$ cat src/rtl/lpcs_pkg.sv
/*
  Shared constants and types for the link power-up and configuration
  sequencer: the device end and the host end of the fundamental reset.
  Assumes a single 25 MHz system clock on both ends.
*/
package lpcs_pkg;
  localparam int unsigned LPCS_CLK_HZ = 25000000;
  localparam int unsigned LPCS_TICKS_PER_MS = LPCS_CLK_HZ / 1000;
  localparam int unsigned LPCS_MS_W = 8;
  // Power-on-reset delay windows, in ms
  localparam int unsigned LPCS_FAST_POR_MIN_MS = 4;
  localparam int unsigned LPCS_FAST_POR_MAX_MS = 12;
  localparam int unsigned LPCS_FAST_POR_MS = 8;
  localparam int unsigned LPCS_SLOW_POR_MS = 100;
  // Link deadlines, in ms from power-up
  localparam int unsigned LPCS_TRAIN_READY_MAX_MS = 120;
  localparam int unsigned LPCS_CONFIG_DONE_MAX_MS = 120;
  localparam int unsigned LPCS_WAKE_L0_MAX_MS = 200;
  // Host fundamental reset windows, in ms
  localparam int unsigned LPCS_RESET_ACTIVE_MIN_MS = 100;
  localparam int unsigned LPCS_TRAIN_WAIT_MIN_MS = 20;
  localparam int unsigned LPCS_ACTIVE_WAIT_MIN_MS = 100;

  typedef enum logic [1:0] {
    LPCS_MODE_OFF,
    LPCS_MODE_INIT_UPDATE,
    LPCS_MODE_UPDATE_ONLY
  } lpcs_mode_type;
endpackage : lpcs_pkg

$ cat src/rtl/lpcs_link_if.sv
/*
  Interface joining the device end and the host end: fundamental reset,
  supply-good report, configuration done, training and active link flags.
  Assumes both ends share one clock.
*/
`timescale 1ns/1ps
`default_nettype none
interface lpcs_link_if;
  logic fundamental_reset_in_n;
  logic supplies_stable;
  logic fabric_config_done;
  logic train_ready;
  logic link_training;
  logic link_active;

  modport device (
    input fundamental_reset_in_n, link_training, link_active,
    output supplies_stable, fabric_config_done, train_ready
  );
  modport host (
    output fundamental_reset_in_n, link_training, link_active,
    input supplies_stable, fabric_config_done, train_ready
  );
endinterface : lpcs_link_if
`default_nettype wire

$ cat src/rtl/lpcs_device.sv
/*
  Device end of the sequencer: power-on reset delay, periphery and full
  configuration tracking, transceiver reset, image-update path selection.
  Assumes supply monitors and configuration engine report synchronously.
*/
`timescale 1ns/1ps
`default_nettype none
module lpcs_device
  import lpcs_pkg::*;
#(
  parameter int unsigned TICKS_PER_MS = LPCS_TICKS_PER_MS
) (
  input wire logic sys_clk_in,
  input wire logic reset_n_in,
  lpcs_link_if.device link,
  input wire logic supplies_good_in,
  input wire logic fast_por_select_in,
  input wire lpcs_mode_type mode_in,
  input wire logic periphery_done_in,
  input wire logic full_config_done_in,
  input wire logic fabric_loaded_in,
  output logic device_reset_n_out,
  output logic xcvr_reset_n_out,
  output logic config_start_out,
  output logic link_image_update_out,
  output logic remote_upgrade_out,
  output logic partial_reconfig_en_out,
  output logic link_fabric_config_en_out,
  output logic link_user_traffic_out,
  output logic deadline_miss_out,
  output logic l0_late_out
);
  typedef enum logic [2:0] {
    LPCS_D_SUPPLY,
    LPCS_D_POR,
    LPCS_D_CONFIG,
    LPCS_D_WAIT_FABRIC,
    LPCS_D_USER
  } lpcs_dstate_type;

  typedef struct packed {
    lpcs_dstate_type st;
    logic [24:0] tick;
    logic [LPCS_MS_W-1:0] ms_up;
    logic [LPCS_MS_W-1:0] ms_por;
    logic por_done;
    logic xcvr_rst_n;
    logic cfg_done;
    logic train_ready;
    logic upd_link;
    logic upd_remote;
    logic fab_link;
    logic traffic;
    logic miss;
    logic l0_late;
    logic start;
  } lpcs_dev_type;

  lpcs_dev_type r;
  lpcs_dev_type next_r;
  logic ms_pulse;
  logic periph_ok;
  logic [LPCS_MS_W-1:0] por_limit;

  always_comb begin
    next_r = r;
    // One tick counter serves every window, so all deadlines share a time base
    ms_pulse = (r.tick == 25'(TICKS_PER_MS - 1));
    if (ms_pulse) begin
      next_r.tick = '0;
    end else begin
      next_r.tick = r.tick + 25'h0000001;
    end
    // Uptime saturates rather than wraps, so a late link stays late
    if (ms_pulse && r.ms_up != {LPCS_MS_W{1'b1}}) begin
      next_r.ms_up = r.ms_up + 8'h01;
    end
    next_r.start = 1'b0;
    // Init mode only loads periphery, so any scheme completes early enough
    if (mode_in == LPCS_MODE_INIT_UPDATE) begin
      periph_ok = periphery_done_in;
    end else begin
      periph_ok = full_config_done_in;
    end
    // Slow delay is kept for systems that need no link wake-up budget
    if (fast_por_select_in) begin
      por_limit = LPCS_MS_W'(LPCS_FAST_POR_MS);
    end else begin
      por_limit = LPCS_MS_W'(LPCS_SLOW_POR_MS);
    end
    case (r.st)
      LPCS_D_SUPPLY: begin
        // Time is measured from supply good, the start of power-up
        next_r.ms_up = '0;
        next_r.tick = '0;
        if (supplies_good_in) begin
          next_r.st = LPCS_D_POR;
          next_r.ms_por = '0;
        end
      end
      LPCS_D_POR: begin
        if (ms_pulse) begin
          next_r.ms_por = r.ms_por + 8'h01;
        end
        if (ms_pulse && r.ms_por + 8'h01 >= por_limit) begin
          next_r.st = LPCS_D_CONFIG;
          next_r.por_done = 1'b1;
          next_r.start = 1'b1;
        end
      end
      LPCS_D_CONFIG: begin
        if (periph_ok) begin
          next_r.train_ready = 1'b1;
          if (mode_in == LPCS_MODE_INIT_UPDATE) begin
            next_r.st = LPCS_D_WAIT_FABRIC;
          end else begin
            next_r.st = LPCS_D_USER;
            next_r.cfg_done = 1'b1;
          end
        end else if (r.ms_up >= 8'(LPCS_CONFIG_DONE_MAX_MS)) begin
          next_r.miss = 1'b1;
        end
      end
      LPCS_D_WAIT_FABRIC: begin
        // Fabric arrives over the link, so it cannot complete before L0
        if (fabric_loaded_in && link.link_active) begin
          next_r.st = LPCS_D_USER;
          next_r.cfg_done = 1'b1;
        end
      end
      default: begin
      end
    endcase
    // A supply dropout restarts the power-up sequence; the sticky miss and l0_late flags keep their value
    if (!supplies_good_in) begin
      next_r.st = LPCS_D_SUPPLY;
      next_r.por_done = 1'b0;
      next_r.cfg_done = 1'b0;
      next_r.train_ready = 1'b0;
    end
    // Transceivers follow the host reset only once the device is out of reset
    next_r.xcvr_rst_n = link.fundamental_reset_in_n && r.por_done;
    next_r.upd_link = (mode_in != LPCS_MODE_OFF) && link.link_active;
    next_r.upd_remote = (mode_in == LPCS_MODE_OFF) && r.cfg_done;
    next_r.fab_link = (mode_in == LPCS_MODE_INIT_UPDATE) && link.link_active
        && !r.cfg_done;
    next_r.traffic = link.link_active && next_r.cfg_done;
    // Sticky: a late L0 stays reported even after the link comes up
    if (!link.link_active && r.st != LPCS_D_SUPPLY
        && r.ms_up >= 8'(LPCS_WAKE_L0_MAX_MS)) begin
      next_r.l0_late = 1'b1;
    end
  end

  always_ff @(posedge sys_clk_in or negedge reset_n_in) begin
    if (!reset_n_in) begin
      r <= '{st: LPCS_D_SUPPLY, default: '0};
    end else begin
      r <= next_r;
    end
  end

  assign device_reset_n_out = r.por_done;
  assign xcvr_reset_n_out = r.xcvr_rst_n;
  assign config_start_out = r.start;
  assign link_image_update_out = r.upd_link;
  assign remote_upgrade_out = r.upd_remote;
  assign partial_reconfig_en_out = r.cfg_done;
  assign link_fabric_config_en_out = r.fab_link;
  assign link_user_traffic_out = r.traffic;
  assign deadline_miss_out = r.miss;
  assign l0_late_out = r.l0_late;
  assign link.supplies_stable = r.por_done;
  assign link.fabric_config_done = r.cfg_done;
  assign link.train_ready = r.train_ready;
endmodule : lpcs_device
`default_nettype wire

$ cat src/flat_wrapper.sv
// flat-port wrapper written by rule: the top's interface ports become plain ports
module lpcs_device_flat import lpcs_pkg::*;
#(
  parameter int unsigned TICKS_PER_MS = LPCS_TICKS_PER_MS
)
  (sys_clk_in, reset_n_in, supplies_good_in, fast_por_select_in, mode_in, periphery_done_in, full_config_done_in, fabric_loaded_in, device_reset_n_out, xcvr_reset_n_out, config_start_out, link_image_update_out, remote_upgrade_out, partial_reconfig_en_out, link_fabric_config_en_out, link_user_traffic_out, deadline_miss_out, l0_late_out, link_fundamental_reset_in_n, link_link_training, link_link_active, link_supplies_stable, link_fabric_config_done, link_train_ready);
  lpcs_link_if link_i ();
  input wire logic sys_clk_in;
  input wire logic reset_n_in;
  input wire logic supplies_good_in;
  input wire logic fast_por_select_in;
  input wire lpcs_mode_type mode_in;
  input wire logic periphery_done_in;
  input wire logic full_config_done_in;
  input wire logic fabric_loaded_in;
  output logic device_reset_n_out;
  output logic xcvr_reset_n_out;
  output logic config_start_out;
  output logic link_image_update_out;
  output logic remote_upgrade_out;
  output logic partial_reconfig_en_out;
  output logic link_fabric_config_en_out;
  output logic link_user_traffic_out;
  output logic deadline_miss_out;
  output logic l0_late_out;
  input wire logic [$bits(link_i.fundamental_reset_in_n)-1:0] link_fundamental_reset_in_n;
  input wire logic [$bits(link_i.link_training)-1:0] link_link_training;
  input wire logic [$bits(link_i.link_active)-1:0] link_link_active;
  output wire logic [$bits(link_i.supplies_stable)-1:0] link_supplies_stable;
  output wire logic [$bits(link_i.fabric_config_done)-1:0] link_fabric_config_done;
  output wire logic [$bits(link_i.train_ready)-1:0] link_train_ready;
  assign link_i.fundamental_reset_in_n = link_fundamental_reset_in_n;
  assign link_i.link_training = link_link_training;
  assign link_i.link_active = link_link_active;
  assign link_supplies_stable = link_i.supplies_stable;
  assign link_fabric_config_done = link_i.fabric_config_done;
  assign link_train_ready = link_i.train_ready;
  lpcs_device #(.TICKS_PER_MS(TICKS_PER_MS)) u_core (.sys_clk_in(sys_clk_in), .reset_n_in(reset_n_in), .link(link_i), .supplies_good_in(supplies_good_in), .fast_por_select_in(fast_por_select_in), .mode_in(mode_in), .periphery_done_in(periphery_done_in), .full_config_done_in(full_config_done_in), .fabric_loaded_in(fabric_loaded_in), .device_reset_n_out(device_reset_n_out), .xcvr_reset_n_out(xcvr_reset_n_out), .config_start_out(config_start_out), .link_image_update_out(link_image_update_out), .remote_upgrade_out(remote_upgrade_out), .partial_reconfig_en_out(partial_reconfig_en_out), .link_fabric_config_en_out(link_fabric_config_en_out), .link_user_traffic_out(link_user_traffic_out), .deadline_miss_out(deadline_miss_out), .l0_late_out(l0_late_out));
endmodule
$ cat config.mk
export PLATFORM = sky130hd
export DESIGN_NAME = lpcs_device_flat
export DESIGN_NICKNAME = d
export VERILOG_FILES = /design/src/rtl/lpcs_pkg.sv /design/src/rtl/lpcs_link_if.sv /design/src/rtl/lpcs_device.sv /design/src/flat_wrapper.sv
export SDC_FILE = /design/constraint.sdc
export NUM_CORES = 1
export LEC_CHECK = 0
export BUFFER_PORTS_ARGS = -buffer_cell sky130_fd_sc_hd__buf_2
export CAP_MARGIN = 20
export CORE_MARGIN = 2
export CORE_UTILIZATION = 63
export DETAILED_ROUTE_END_ITERATION = 10
export PLACE_DENSITY = 0.95
export SETUP_SLACK_MARGIN = 0.1
export SLEW_MARGIN = 20
export SYNTH_ARGS = -nofsm -noshare
export SYNTH_HDL_FRONTEND = slang
export SYNTH_SLANG_ARGS = --single-unit
export TNS_END_PERCENT = 100
$ cat constraint.sdc
create_clock -name sys_clk_in -period 3.5 [get_ports sys_clk_in]
set_clock_uncertainty 0.05 [all_clocks]
set_input_delay 0.175 -clock sys_clk_in [delete_from_list [all_inputs] [get_ports sys_clk_in]]
set_output_delay 0.175 -clock sys_clk_in [all_outputs]
set_load 0.01 [all_outputs]
==> impl_metrics.tcl <==
set metrics [dict create \
    hold_slack_ns 0.0215 \
    worst-endpoint-required_ns 3.65 \
    synth_top_area_cell "dfrtp_1" \
    antenna_found_initial 0 \
    routed_wl_um 5530 \
    placementRows 24 \
    drt_iter0_drc 140 \
    stdcell_area_um2 3130 \
    startpoint_type "flop" \
    maxSlewHeadroom_pct 27.6 \
    antenna_cells 0 \
    crit-reg2reg-launch "u_core.r[11]$_DFFE_PN0P_" \
    placed_cells 372 \
    gp_congestion 0.854 \
    num-fill-cells 307 \
    maxSlewViolCount 0 \
    power_mw 1.09 \
    io_buffers 23 \
    crit_type "reg -> reg" \
    fp.coreArea_um2 4350 \
    synthArstFlopShare_pct 100 \
    syn_area_per_cell_um2 9.40 \
    drc 0 \
    setup_viol 0 \
    hold_path.class "in -> reg" \
    clock.fmax_ghz 0.406 \
    yosys_warnings 0 \
    hpwl_um 3830 \
    instances_no_fill 383 \
    layout-drive-gt1-share_pct 12.7 \
    synthTopCellsByArea "dfrtp_1, nor2_1, xor2_1, nand3_1, ha_1" \
    firstDrtPassIters 4 \
    syn2layout_area_growth_pct 9.08 \
    synth_top_area_share_pct 48.0 \
    endpoint "u_core.r[53]$_DFFE_PN0P_" \
    r2r_cells 9 \
    hold_viol_final 0 \
    htree_levels 2 \
    grtUsageTotal_pct 24.2 \
    die_w_um 71.5 \
    cts-buffers-inserted 5 \
    cts_tree "yes" \
    synth_flop_cell "dfrtp_1" \
    tns_ns 0 \
    rrSetupSlack_ns 1.04 \
    status "finished clean" \
    synthDistinctLibCells 42 \
    p_leak_nw 1.48 \
    ioPinCount 25 \
    vias 2268 \
    nets 351 \
    worst_slew_pin_slew_ns 1.08 \
    grt_pass1_wl_um 9830 \
    finalCritPeriodShare_pct 70.4 \
    clock-sinks 55 \
    clk_latency_ns 0.32 \
    min_period_ns 2.46 \
    placed_cell_area_um2 3010 \
    yosys_register_bits 55 \
    irDropWorstVdd_mv 0.256 \
    cts-root-buf "clkbuf_8" \
    cts_buffer_depth 2 \
    grt-ovfl-total 0 \
    cts_resized 0 \
    cp_max_fo 5 \
    ant_nets 0 \
    yosysSeqAreaShare_pct 48.0 \
    synth_most_common_cell "dfrtp_1" \
    synthCells 305 \
    grt_max_degree 56 \
    worstReg2RegEnd "u_core.r[53]$_DFFE_PN0P_" \
    cp.arrival_ns 2.62 \
    routed_via_density 5.92 \
    routedWlPerCell_um 14.4 \
    syn_area_um2 2870 \
    rsz0062_at_grt "false" \
    synth_commonest_cells "dfrtp_1, nor2_1, nand3_1, nand2_1, xor2_1" \
    die_area_um2 5110 \
    start_util_pct 65.8 \
    cts.clk_slew.worst_paths_ns 0.10 \
    cp-startpoint "u_core.r[11]$_DFFE_PN0P_" \
    power_density_nw_per_um2 350 \
    post_cts_buffers 0 \
    grt_pass1_vias 2294 \
    synth_nets 326 \
    synth_edf_count 0 \
    drv_cap 0 \
    endpoint_kind "flop" \
    cts_hold_buf 3 \
    die_h_um 71.5 \
]
state kept, by name, indices dropped and copies added, names as in the netlist:
signal and flops:
u_core.link_image_update_out 1, u_core.r 44, u_core.link_fabric_config_en_out 1, u_core.remote_upgrade_out 1, u_core.link.train_ready 1, u_core.config_start_out 1, u_core.device_reset_n_out 1, u_core.link_user_traffic_out 1
u_core.l0_late_out 1, u_core.deadline_miss_out 1, u_core.xcvr_reset_n_out 1, u_core.link.fabric_config_done 1
power breakdown:
group,leakage [nW],internal (mW),switching [mW]
registers,0.757,0.645,0.00991
logic,0.680,0.0283,0.0612
clock network,0.0402,0.140,0.209
final cells by class:
type / instances / area [um^2] / area share, %
multi-input combinational: 230 / 1400 / 44.7
sequential: 55 / 1380 / 44.0
timing repair buffer: 28 / 160 / 5.12
clock buffer: 5 / 68.8 / 2.20
tap: 52 / 65.1 / 2.08
inverter: 10 / 37.5 / 1.20
clock inverter: 3 / 20.0 / 0.640
metrics by stage:
stage          setup slack [ns]  utilization (%)
2_1_floorplan              1.28                -
3_3_place_gp               1.09             69.1
3_5_place_dp               1.06             69.1
4_1_cts                    1.04             71.8
5_1_grt                   0.786             71.8
6_report                   1.04             71.8
metal layers:
metal  share of wire (%)  vias up  track usage [%]
li1                    -     1106                -
met1                  42     1085             29.4
met2                  50       65             42.4
met3                 5.3       12             4.64
met4                 1.8        0             9.85
met5                   0        -                0
worst max-delay path, cell delays in order (launching register included):
cell and delay [ns]:
dfrtp_1 0.44, ha_1 0.24, nand2b_1 0.15, and2_1 0.14
ha_1 0.28, a21bo_2 0.19, a211oi_1 0.23, a31oi_1 0.13
nor3_1 0.37, o31ai_1 0.12
placed cells by master, fill, tap and decap left out, types with 7 or more instances in the layout:
master / netlist / routed
a21oi_1: 12 / 12
buf_2: 0 / 23
dfrtp_1: 55 / 55
ha_1: 9 / 9
inv_1: 10 / 10
nand2_1: 26 / 26
nand3_1: 27 / 27
nand4_1: 7 / 7
nor2_1: 44 / 44
nor3_1: 10 / 10
xnor2_1: 11 / 11
xor2_1: 16 / 16
worst min path at each step:
stage / from / to / slack (ns) / cells past startpoint
detailed placement: reset_n_in / u_core.link_fabric_config_en_out$_DFF_PN0_ / 0.29 / 2
global placement: reset_n_in / u_core.link_fabric_config_en_out$_DFF_PN0_ / 0.28 / 2
floorplan: reset_n_in / u_core.config_start_out$_DFF_PN0_ / -0.17 / 0
CTS: link_fundamental_reset_in_n / u_core.xcvr_reset_n_out$_DFF_PN0_ / 0.01 / 2
finish: link_fundamental_reset_in_n / u_core.xcvr_reset_n_out$_DFF_PN0_ / 0.02 / 2
global route: link_fundamental_reset_in_n / u_core.xcvr_reset_n_out$_DFF_PN0_ / 0.02 / 2
cells by family after synthesis:
logic type,synth area share (%)
and+or+nand+nor,27.8
AOI/OAI and AO/OA,8.42
buffers and inverters,3.19
muxes,0.349
DFF,48.0
xor gates and xnor gates,8.25
adders and majority gates,3.93
Power figures use the tool's default switching activity.
